## src/pfs_params.svh

```systemverilog
// Constants, flag indices and gain codes for the pump fault supervisor.
`ifndef PFS_PARAMS_SVH
`define PFS_PARAMS_SVH
`define PFS_CLK_MHZ 20
`define PFS_BLANK_US 4000
`define PFS_BLANK_CYC (`PFS_BLANK_US * `PFS_CLK_MHZ)
`define PFS_CNT_W 17
`define PFS_CHANNELS 7
`define PFS_SOFT_US 1
`define PFS_SOFT_CYC (`PFS_SOFT_US * `PFS_CLK_MHZ)
`define PFS_FLAG_OV 0
`define PFS_FLAG_SC 1
`define PFS_FLAG_W 2
`define PFS_GAIN_1X 2'h0
`define PFS_GAIN_1P5X 2'h1
`define PFS_GAIN_2X 2'h2
`endif

```

## src/pfs_pkg.sv

```systemverilog
// Types for the pump fault supervisor.
package pfs_pkg;
  typedef enum logic [2:0] {
    PFS_IDLE = 3'b000,
    PFS_SOFT = 3'b001,
    PFS_RUN = 3'b011,
    PFS_OVP = 3'b010,
    PFS_SHORT = 3'b110
  } pfs_state_type;
endpackage : pfs_pkg

```

## src/pfs_supervisor.sv

```systemverilog
// Charge pump fault supervisor: short, over-voltage, gain and flags.
`timescale 1ns/1ps
`include "pfs_params.svh"
module pfs_supervisor
  import pfs_pkg::*;
(
  input wire logic clk_i, // 20 MHz clock.
  input wire logic rst_n_i, // Synchronous reset, active low.
  input wire logic ce_i, // Clock enable, freezes all state when low.
  input wire logic active_request_i, // Active request bit level.
  input wire logic active_request_wr_i, // Pulse: active request written.
  input wire logic gain_step_down_inhibit_i, // Forbid gain step-down.
  input wire logic short_cmp_i, // Async: output below 55 pct of input.
  input wire logic ovp_high_cmp_i, // Async: output above 5.8 V.
  input wire logic ovp_low_cmp_i, // Async: output below 5.3 V.
  input wire logic clamp_cmp_i, // Async: output at clamp level.
  input wire logic [6:0] headroom_low_i, // Per sink: headroom too low.
  input wire logic [6:0] headroom_high_i, // Per sink: headroom ample.
  input wire logic [1:0] flag_clear_i, // Pulse: write one to clear.
  input wire logic [1:0] irq_enable_mask_i, // Interrupt enables.
  output logic pump_en_o, // Charge pump running.
  output logic [1:0] gain_o, // Selected pump gain.
  output logic rout_boost_o, // Raise effective output resistance.
  output logic sinks_en_o, // Current sinks enabled.
  output logic low_power_o, // Low current consumption state.
  output logic [1:0] flag_register_o, // Over-voltage and short flags.
  output logic irq_out_n_o // Interrupt, active low.
);
  // ****************************************************************
  // Synchronisation
  // ****************************************************************
  logic [3:0] cmp_s;
  logic short_s, ovh_s, ovl_s, clamp_s;
  pfs_sync #(.WIDTH(4)) u_sync (
    .clk_i(clk_i),
    .rst_n_i(rst_n_i),
    .ce_i(ce_i),
    .async_i({clamp_cmp_i, ovp_low_cmp_i, ovp_high_cmp_i, short_cmp_i}),
    .sync_o(cmp_s)
  );
  assign short_s = cmp_s[0];
  assign ovh_s = cmp_s[1];
  assign ovl_s = cmp_s[2];
  assign clamp_s = cmp_s[3];

  // ****************************************************************
  // Sequencer
  // ****************************************************************
  pfs_state_type state, next_state;
  logic [`PFS_CNT_W-1:0] blank_cnt;
  logic sense_en;
  logic short_hit, ov_entry;

  // Blanking runs from every entry into soft start, so a restart is also masked.
  assign sense_en = (blank_cnt == `PFS_CNT_W'(`PFS_BLANK_CYC));
  assign short_hit = sense_en && short_s &&
                     (state == PFS_RUN || state == PFS_SOFT);
  // Entry is taken from the chosen next state, so a dropped request
  // that wins over the threshold leaves no stray flag behind.
  assign ov_entry = (state == PFS_RUN) &&
                    (next_state == PFS_OVP);

  always_comb begin
    next_state = state;
    case (state)
      PFS_IDLE: begin
        if (active_request_i) begin
          next_state = PFS_SOFT;
        end
      end
      PFS_SOFT: begin
        if (short_hit) begin
          next_state = PFS_SHORT;
        end else if (blank_cnt >= `PFS_CNT_W'(`PFS_SOFT_CYC)) begin
          next_state = PFS_RUN;
        end
      end
      PFS_RUN: begin
        if (short_hit) begin
          next_state = PFS_SHORT;
        end else if (ovh_s) begin
          next_state = PFS_OVP;
        end
      end
      PFS_OVP: begin
        if (ovl_s && !ovh_s) begin
          next_state = PFS_RUN;
        end
      end
      PFS_SHORT: begin
        if (active_request_wr_i && active_request_i) begin
          next_state = PFS_SOFT;
        end
      end
      default: begin
        next_state = PFS_IDLE;
      end
    endcase
    if (!active_request_i) begin
      next_state = PFS_IDLE;
    end
  end

  always_ff @(posedge clk_i) begin
    if (!rst_n_i) begin
      state <= PFS_IDLE;
    end else if (ce_i) begin
      state <= next_state;
    end
  end

  // Counter restarts on each entry into soft start and saturates.
  always_ff @(posedge clk_i) begin
    if (!rst_n_i) begin
      blank_cnt <= '0;
    end else if (ce_i) begin
      if (next_state == PFS_SOFT && state != PFS_SOFT) begin
        blank_cnt <= '0;
      end else if (state == PFS_IDLE || state == PFS_SHORT) begin
        blank_cnt <= '0;
      end else if (!sense_en) begin
        blank_cnt <= blank_cnt + `PFS_CNT_W'(1);
      end
    end
  end

  // ****************************************************************
  // Outputs
  // ****************************************************************
  always_ff @(posedge clk_i) begin
    if (!rst_n_i) begin
      pump_en_o <= 1'b0;
      sinks_en_o <= 1'b0;
      low_power_o <= 1'b1;
      rout_boost_o <= 1'b0;
    end else if (ce_i) begin
      pump_en_o <= (next_state == PFS_SOFT) || (next_state == PFS_RUN);
      // Sinks keep running through over-voltage protection.
      sinks_en_o <= (next_state == PFS_RUN) ||
                    (next_state == PFS_OVP);
      low_power_o <= (next_state == PFS_SHORT) ||
                     (next_state == PFS_IDLE);
      rout_boost_o <= clamp_s && (next_state == PFS_RUN);
    end
  end

  // ****************************************************************
  // Gain selection
  // ****************************************************************
  logic any_low, all_high;
  // Any one starved sink holds the gain up, even if fed elsewhere.
  assign any_low = |headroom_low_i;
  assign all_high = &headroom_high_i;

  always_ff @(posedge clk_i) begin
    if (!rst_n_i) begin
      gain_o <= `PFS_GAIN_1X;
    end else if (ce_i) begin
      if (state == PFS_IDLE || state == PFS_SHORT) begin
        gain_o <= `PFS_GAIN_1X;
      end else if (state == PFS_RUN) begin
        if (any_low && gain_o != `PFS_GAIN_2X) begin
          gain_o <= gain_o + 2'h1;
        end else if (all_high && !gain_step_down_inhibit_i &&
                     gain_o != `PFS_GAIN_1X) begin
          gain_o <= gain_o - 2'h1;
        end
      end
    end
  end

  // ****************************************************************
  // Flags and interrupt
  // ****************************************************************
  logic [1:0] set_ev;
  assign set_ev[`PFS_FLAG_OV] = ov_entry;
  assign set_ev[`PFS_FLAG_SC] = (state != PFS_SHORT) &&
                                (next_state == PFS_SHORT);

  // Set wins over a clear in the same cycle so no event is lost.
  always_ff @(posedge clk_i) begin
    if (!rst_n_i) begin
      flag_register_o <= '0;
    end else if (ce_i) begin
      flag_register_o <= set_ev |
                         (flag_register_o & ~flag_clear_i);
    end
  end

  always_ff @(posedge clk_i) begin
    if (!rst_n_i) begin
      irq_out_n_o <= 1'b1;
    end else if (ce_i) begin
      irq_out_n_o <= ~|((set_ev | (flag_register_o & ~flag_clear_i)) &
                        irq_enable_mask_i);
    end
  end
endmodule : pfs_supervisor

```

## src/pfs_sync.sv

```systemverilog
// Two flip-flop synchroniser, one bit per lane.
`timescale 1ns/1ps
module pfs_sync #(
  parameter int WIDTH = 2
) (
  input wire logic clk_i, // Clock.
  input wire logic rst_n_i, // Synchronous reset, active low.
  input wire logic ce_i, // Clock enable.
  input wire logic [WIDTH-1:0] async_i, // Asynchronous levels.
  output logic [WIDTH-1:0] sync_o // Synchronised levels.
);
  genvar g;
  generate
    for (g = 0; g < WIDTH; g++) begin : g_lane
      logic meta;
      always_ff @(posedge clk_i) begin
        if (!rst_n_i) begin
          meta <= 1'b0;
          sync_o[g] <= 1'b0;
        end else if (ce_i) begin
          meta <= async_i[g];
          sync_o[g] <= meta;
        end
      end
    end
  endgenerate
endmodule : pfs_sync
```

## config.mk

```make
export PLATFORM = sky130hd
export DESIGN_NAME = pfs_supervisor
export DESIGN_NICKNAME = d
export VERILOG_FILES = /design/src/pfs_pkg.sv /design/src/pfs_supervisor.sv /design/src/pfs_sync.sv
export VERILOG_INCLUDE_DIRS = /design/src
export SDC_FILE = /design/constraint.sdc
export NUM_CORES = 1
export LEC_CHECK = 0
export ABC_AREA = 1
export BUFFER_PORTS_ARGS = -buffer_cell sky130_fd_sc_hd__buf_2
export CORE_MARGIN = 5
export CORE_UTILIZATION = 55
export DETAILED_ROUTE_END_ITERATION = 7
export PLACE_DENSITY = 0.86
export SYNTH_ARGS = -nofsm -noshare
export SYNTH_HDL_FRONTEND = slang
export SYNTH_SLANG_ARGS = --single-unit
```

## constraint.sdc

```tcl
create_clock -name clk_i -period 4.55 [get_ports clk_i]
set_input_delay 0.455 -clock clk_i [delete_from_list [all_inputs] [get_ports clk_i]]
set_output_delay 0.455 -clock clk_i [all_outputs]
set_load 0.01 [all_outputs]
```

-- Word level (Yosys, flattened, before mapping)
Index checks and enable logic that the tools add are counted.
- output and inout bits: 9
- input port bits: 28
- register bits after elaboration: 37
- reductions and logical operators: 29
- multiplexer cells: 15
- add/subtract/negate cells: 3
- magnitude comparators: 1
- bitwise logic cells: 4
- eq/ne operators: 13
- operators by type and width (operator ; number):
    $mux W17 ; 3
    $mux W3 ; 7
    $add A17 B1 Y17 const B ; 1
    $eq A17 B17 Y1 const B ; 1
    $ge A17 B5 Y1 const B ; 1
    $pmux W3 S5 ; 1
    $eq A3 B2 Y1 const B ; 4
    $logic_and A1 B1 Y1 ; 11
    $mux W2 ; 4
    $reduce_and A7 Y1 ; 1
    $reduce_or A7 Y1 ; 1
    $eq A3 B1 Y1 const B ; 2
    $eq A3 B3 Y1 const B ; 2
    $logic_not A3 Y1 ; 2
    $ne A3 B1 Y1 const B ; 2
    $logic_or A1 B1 Y1 ; 5
    $and A2 B2 Y2 ; 2
    $reduce_bool A2 Y1 ; 2
    $logic_not A1 Y1 ; 3
    $ne A3 B3 Y1 const B ; 1
    $reduce_and A3 Y1 ; 1
    $reduce_bool A3 Y1 ; 1
    $add A2 B1 Y2 const B ; 1
    $ne A2 B2 Y1 const B ; 1
    other kinds (5) ; 5

-- Depth between registers and ports, before layout
Gate-level depths: netlist (run 1).
- depth in word-level cells: 12
- gate-level depth with buffers: 14
- gate-level depth less buffers: 13

-- By module
From an unflattened synthesis (run 1), not the netlist that was laid out.
- cell total of the unflattened synthesis: 328
- area, all modules: 2250.9 um2
- modules (own cells, without submodules) (module ; seq. area each (um2) ; instances ; cells each ; area an instance (um2)):
    pfs_supervisor ; 580.6 ; 1 ; 277 ; 1894.3
    pfs_sync ; 160.2 ; 1 ; 51 ; 356.6

-- Least setup slack after synthesis (run 1)
Ideal clock, no wire load.
- kind: register -> register
- start point: reg blank_cnt[0]
- end point: reg blank_cnt[2]
- buffers on the path: 1
- data arrival time: 1.307 ns
- data required time: 4.433 ns
- period minus slack after synthesis: 1.424 ns
- stages on the path, launching flop included: 11
- slack: 3.126 ns
- path through: dfxtp_1 > inv_1 > ha_1 > nand4_1 > nor2_4 > nand3_2 > nand2_2 > inv_2 > buf_2 > o21ai_0 > nor2_1
- cells in the longest elaborated chain, start to end: 10
- elaborated cells between the ends (all ways): 17
- RTL lines (item ; line ; source):
    start, declared ; pfs_supervisor.sv:50 ; logic [`PFS_CNT_W-1:0] blank_cnt;
    start signal, assigned ; pfs_supervisor.sv:122 ; blank_cnt <= blank_cnt + `PFS_CNT_W'(1);
    parallel branches: the longest is 10 deep, another holds $ge A17 B5 Y1 ; -- ;
Parallel ways; which one is timed is not known. The select of a mux whose other input is x is not followed.
A chain may end at the register's enable or synchronous reset.

-- Worst setup path after layout (run 1)
- start point: reg state[1]
- end point: reg blank_cnt[3]
- cells in the longest elaborated chain, start to end: 10
- elaborated cells between the ends (all ways): 23
- RTL lines (item ; line ; source):
    start, declared ; pfs_supervisor.sv:49 ; pfs_state_type state, next_state;
    start signal, assigned ; pfs_supervisor.sv:108 ; state <= next_state;
    $eq A3 B2 Y1 / $eq A3 B1 Y1 (equally long branches) ; pfs_supervisor.sv:57, pfs_supervisor.sv:65 ;
    $logic_or A1 B1 Y1 ; pfs_supervisor.sv:57 ; (state == PFS_RUN || state == PFS_SOFT);
    $logic_and A1 B1 Y1 ; pfs_supervisor.sv:56 ; assign short_hit = sense_en && short_s &&
    $mux W3 (on tied branches) ; pfs_supervisor.sv:79, pfs_supervisor.sv:72 ;
    $pmux W3 S5 ; pfs_supervisor.sv:65 ; case (state)
    $mux W3 ; pfs_supervisor.sv:99 ; if (!active_request_i) begin
    $eq A3 B1 Y1 ; pfs_supervisor.sv:117 ; if (next_state == PFS_SOFT && state != PFS_SOFT) begin
    $logic_and A1 B1 Y1 ; pfs_supervisor.sv:117 ;
    $ne A3 B1 Y1 (no line) ; -- ;
    $reduce_and A2 Y1 (no line) ; -- ;
Several ways; a longest one is shown, not always the timed one.

==> results of run 1 <==
## per-stage QoR
step / setup slack, ns / util [%] / hold slack, ns / cell area (um^2)
detailed placement: 2.33 / 60.0 / 0.453 / 2350
floorplan: 3.13 / - / 0.449 / 2190
global placement: 2.41 / 60.0 / 0.446 / 2350
finish: 2.29 / 62.9 / 0.394 / 2460
CTS: 2.33 / 62.9 / 0.381 / 2460
global route: 2.00 / 62.9 / 0.414 / 2460
## tightest hold or removal path: stages
cell	delay, ns
buf_2	0.07
nor2_1	0.04
nor2_1	0.08
## Yosys cell counts, drive strengths merged
library cell	instances	area, um^2
o21bai	3	22.5
nor3	3	20.0
and3	1	6.26
or2	2	15.0
dfxtp	37	741
nor4	4	40.0
buf	6	60.1
clkinv	3	11.3
inv	32	120
nor2	50	218
ha	2	25.0
o21ai	26	134
nand3b	3	22.5
a21o	1	7.51
a31oi	4	25.0
nand4	13	81.3
a21oi	30	173
o211a	1	10.0
nand2	70	280
a211oi	4	30.0
nand3	17	90.1
xor2	3	26.3
clkbuf	6	22.5
o22ai	1	6.26
## area by class of cell
type / count / area, um^2
clock inverter: 1 / 30.0
tap: 50 / 62.6
inverter: 35 / 131
timing repair buffer: 36 / 180
multi-input combinational: 238 / 1230
clock buffer: 7 / 86.3
sequential: 37 / 741
fill: 362 / 1450
## registers in the layout (all words and copies together) (netlist names)
name and count:
low_power_o 1, sinks_en_o 1, blank_cnt 17, u_sync.g_lane.meta 4, rout_boost_o 1, gain_o 2, state 3, pump_en_o 1
flag_register_o 2, irq_out_n_o 1, u_sync.sync_o 4
## cell families after synthesis
| kind of cell | synth area share [%] |
|---|---|
| buffers and inverters | 9.78 |
| DFF | 33.9 |
| and+or+nand+nor | 35.4 |
| AOI/OAI and AO/OA | 18.7 |
| adders and majority gates | 1.14 |
| xor gates and xnor gates | 1.20 |
## routing by layer
metal | vias up | share of wire, % | global-route usage [%] | wire [um]
met4 | 0 | 1.7 | 7.58 | 89
met5 | - | 0 | 0 | 0
met3 | 9 | 5.9 | 4.27 | 305
li1 | 1139 | - | - | -
met2 | 67 | 48 | 34.0 | 2460
met1 | 1002 | 44 | 27.2 | 2280
## where the power goes
group / switching (mW) / internal, mW / total (mW)
logic: 0.0658 / 0.0364 / 0.102
clock network: 0.115 / 0.179 / 0.293
registers: 0.0137 / 0.340 / 0.353
## worst paths after layout
check,endpoint,cells past startpoint
min,u_sync.g_lane[3].meta,3
min reg2reg,pump_en_o,2
max,blank_cnt[3],7
max reg2reg,blank_cnt[3],7
==> reports/metrics.cfg, run 1 <==
[setup_path]
crit_type = reg2reg
cp.arrival_ns = 2.43
critical_path_buf_inv_count = 1
cp.required_ns = 4.72
crit_fanout = 20
timing.rr.start = state[1]
path_cells = nor2_1 > o21ai_2 > nand3_2 > nand2_2 > inv_2 > o21ai_0 > a21oi_1
path_delay_family = compound AO/OA/AOI/OAI gates
slowest_stage = o21ai_2
worst_setup_path_start_kind = register
crit_path_end_kind = register
reg2reg_slack_ns = 2.29
crit_path_max_incr_delay_ns = 0.66
crit_path_start = state[1]

[detailed_routing]
wl_per_cell_um = 12.7
postRouteAntennaNets = 0
drc = 0
vias = 2217
routed_wl_um = 5130
viasPerCell = 5.49
first_pass_iters = 5
drt_iter0_markers = 207

[floorplanning]
die_x_um = 73.1
die_y_um = 73.1
initial_core_util_pct = 55.9
row_count = 23
io_pins = 37
core_area_mm2 = 0.00391
die_area_mm2 = 0.00534

[finish]
fin_nets = 383
layout_common_cells = 63 x nand2_1, 46 x nor2_1, 37 x dfxtp_1, 36 x buf_2, 30 x inv_1
layout_commonest_cell = nand2_1
synthToLayoutAreaGrowth_pct = 12.6
instances_no_fill = 404
drive_gt1_share_pct = 19.2
diodes = 0

[clock_network]
cts_buffer_depth = 2
cts_tree = done
cts_resized = 0
path_clk_slew_ns = 0.07
h-tree-depth = 2
cts.root.buffer_cell = clkbuf_8
post_cts_buffers = 0
clock_latency_ns = 0.29
cts_num_sinks = 37
cts-buffers-inserted = 5
hold_buffers = 0

[yosys]
synth_warnings = 0
synth_area_per_cell_um2 = 6.79
synth_cell_types = 37
synth_cells = 322
syn_area_mm2 = 0.00219
synth_seq_area_share_pct = 33.9
ys_seq_elements = 37
synth_fp_nets = 352

[sta]
finalSetupTns_ns = 0
rsz0062_at_grt = no
fin_crit_ns = 2.26
setup_viol = 0
maxSlewHeadroom_pct = 43.6
fmax_mhz = 442
hold_viol = 0
period_share_pct = 49.7
fin_skew_ns = 0.00739
maxSlewViolCount = 0
worst_pin_slew_ns = 0.845

[pwr]
ir_drop_mv = 0.223
power_density_mw_per_mm2 = 304
design_power_total_mw = 0.749
power_leakage_nw = 1.07

[min_path]
holdCritPathClass = in2reg
worstHoldStart = clamp_cmp_i

[grt]
track_usage_pct = 20.9
grt_pass1_vias = 2059
gr-total-overflow = 0
antenna_found_initial = 0
grt_pass1_wl_um = 8850
grt_max_degree = 23

[place]
portBuffers = 36
place_congestion = 0.858
dp_hpwl_um = 3740
dp_cells = 396

[status]
status = completed

[job]
drv_cap = 0

(Power assumes the default switching activity.)
==> inputs of run 2 (changes only) <==
ABC_AREA = 0   (was 1)
PLACE_DENSITY = 0.87   (was 0.86)
clock period = 2.2 ns   (was 4.55 ns; I/O delays follow)
==> reports/metrics.cfg, run 2 <==
[finish]
drive_gt1_share_pct = 20.4  ; +1.2 points
multi_input_area_mm2 = 0.00129  ; +5.0%
diodes = 0  ; unchanged
layout_commonest_cell = dfxtp_1
n_fill_cell = 318  ; -12%
register_area_um2 = 741  ; unchanged
layout_common_cells = 37 x dfxtp_1, 36 x buf_2, 24 x nand2_1, 17 x nor2b_1, 16 x a21boi_0
regMostFlops = blank_cnt
fin_nets = 318  ; -17%
synthToLayoutAreaGrowth_pct = 12.7  ; about the same
largest_reg_flops = 17  ; unchanged
instances_no_fill = 337  ; -17%
reg.largest.list = blank_cnt x17, u_sync.g_lane.meta x4, u_sync.sync_o x4

[sta]
rsz0062_at_grt = no
fin_skew_ns = 0.00982  ; +0.00243 ns
finalSetupTns_ns = 0  ; unchanged
period_share_pct = 84.8  ; +35 points
setup_viol = 0  ; unchanged
fmax_mhz = 536  ; +21%
maxSlewHeadroom_pct = 56.5  ; +13 points
fin_crit_ns = 1.87  ; -0.396 ns
worst_pin_slew_ns = 0.650  ; -0.195 ns
hold_viol = 0  ; unchanged
maxSlewViolCount = 0  ; unchanged

[yosys]
syn_area_mm2 = 0.00213  ; -2.5%
synth_cell_types = 53  ; +43%
synthFlopType = dfxtp_1
synth_cells = 256  ; -20%
synth_largest_area_cell = dfxtp_1
synth_top_area_share_pct = 34.7  ; +0.87 points
ys_seq_elements = 37  ; unchanged
synthArstFlopShare_pct = 0  ; unchanged
synth_area_per_cell_um2 = 8.33  ; +23%
synth_seq_area_share_pct = 34.7  ; +0.87 points
synthTopCellsByCount = 37 x dfxtp_1, 24 x nand2_1, 17 x nor2b_1
synth_warnings = 0  ; unchanged
yosysMostFrequentCell = dfxtp_1
synth_fp_nets = 286  ; -19%
synth_edf_count = 0  ; unchanged
synth_area_leaders = dfxtp_1 35%, a21boi_0 5.6%, nor2b_1 5.0%, mux2i_1 4.2%, nand2_1 4.2%

[place]
place_congestion = 0.900  ; +5.0%
dp_cells = 329  ; -17%
portBuffers = 36  ; unchanged
dp_hpwl_um = 3690  ; -1.4%

[setup_path]
crit_path_end_kind = register
crit_fanout = 10  ; -50%
cp.arrival_ns = 2.10  ; -0.33 ns
cp.required_ns = 2.43  ; -2.29 ns
crit_type = reg2reg
worst_setup_path_start_kind = register
reg2reg_slack_ns = 0.33  ; -1.95 ns

[grt]
gr-total-overflow = 0  ; unchanged
grt_max_degree = 24  ; +4.3%
track_usage_pct = 21.0  ; +0.085 points
antenna_found_initial = 0  ; unchanged
grt_pass1_vias = 1945  ; -5.5%
grt_pass1_wl_um = 8740  ; -1.3%

[min_path]
holdCritPathClass = in2reg

[clock_network]
cts_resized = 0  ; unchanged
h-tree-depth = 2  ; unchanged
hold_buffers = 0  ; unchanged
post_cts_buffers = 0  ; unchanged
cts_buffer_depth = 2  ; unchanged
path_clk_slew_ns = 0.08  ; about the same
cts-buffers-inserted = 5  ; unchanged
cts_num_sinks = 37  ; unchanged
cts_tree = done
cts.root.buffer_cell = clkbuf_8
clock_latency_ns = 0.30  ; about the same

[floorplanning]
die_area_mm2 = 0.00522  ; -2.2%
io_pins = 37  ; unchanged
core_area_mm2 = 0.00372  ; -5.1%
initial_core_util_pct = 57.4  ; +1.5 points
die_y_um = 72.3  ; -1.1%
row_count = 22  ; -4.3%
die_x_um = 72.3  ; -1.1%

[job]
drv_cap = 0  ; unchanged

[pwr]
ir_drop_mv = 0.423  ; +90%
design_power_total_mw = 1.27  ; +70%
power_leakage_nw = 0.894  ; -16%
power_density_mw_per_mm2 = 530  ; +74%

[detailed_routing]
routed_wl_um = 5090  ; -0.90%
drt_iter0_markers = 229  ; +11%
wl_per_cell_um = 15.1  ; +19%
vias = 2065  ; -6.9%
drc = 0  ; unchanged
first_pass_iters = 4  ; -1
postRouteAntennaNets = 0  ; unchanged
viasPerCell = 6.13  ; +12%

[status]
status = completed

==> run 2: cell count changes in the layout (fill, tap and decap cells not counted), sizes merged, moves of 16 or more <==
cell    delta
nand2     -46
nor2      -39
inv       -27
nor2b     +17
a21oi     -22
a21boi    +16
==> run 2: final cells by class <==
class	instances	share of cell area (%)
multi-input cells	199	53.8
flip-flops and latches	37	30.8
repair buffers	40	8.75
clock buffers	8	3.33
well taps	48	2.50
inverters	5	0.781
==> run 2: critical path, stage by stage (launching register included) <==
cell and delay (ns):
dfxtp_1 0.55, xor2_1 0.25, o21ai_1 0.10, o21bai_1 0.29
or4_1 0.46, a21boi_0 0.16
==> run 2: power breakdown <==
| group | total [mW] | switching (mW) | internal (mW) |
|---|---|---|---|
| Combinational | 0.125 | 0.0703 | 0.0551 |
| Sequential | 0.688 | 0.00705 | 0.681 |
| Clock | 0.461 | 0.236 | 0.225 |
| Total | 1.27 | 0.313 | 0.962 |
==> run 2: kinds of logic after synthesis <==
group	after synthesis	synth area share (%)
and+or+nand+nor	115	31.9
buffers and inverters	20	4.58
AOI/OAI and AO/OA	71	22.4
adders and majority gates	2	1.17
muxes	10	4.75
DFF	37	34.7
xor gates and xnor gates	1	0.411
==> run 2: final timing paths <==
| kind | start | to | depth (start not counted) |
|---|---|---|---|
| max | state[1] | blank_cnt[8] | 5 |
| min | short_cmp_i | u_sync.g_lane[0].meta | 3 |
| max reg2reg | state[1] | blank_cnt[8] | 5 |
| min reg2reg | sinks_en_o | sinks_en_o | 1 |
==> run 2: per-layer routing <==
metal / routed length, um / GRT usage [%] / part of all wire, % / vias up
met5: 0 / 0 / 0 / -
met4: 95 / 10.9 / 1.9 / 0
met3: 311 / 4.57 / 6.1 / 11
met2: 2420 / 32.5 / 48 / 69
met1: 2260 / 27.3 / 44 / 978
li1: - / - / - / 1007
==> run 2: metrics by stage <==
stage | worst slack, ns | hold slack (ns) | area [um^2] | util [%]
final | 0.333 | 0.185 | 2400 | 64.7
after global routing | 0.0328 | 0.191 | 2400 | 64.7
after CTS | 0.363 | 0.185 | 2400 | 64.7
after detailed placement | 0.378 | 0.433 | 2320 | 62.5
after global placement | 0.395 | 0.434 | 2320 | 62.5
after floorplan | 0.513 | 0.389 | 2130 | -
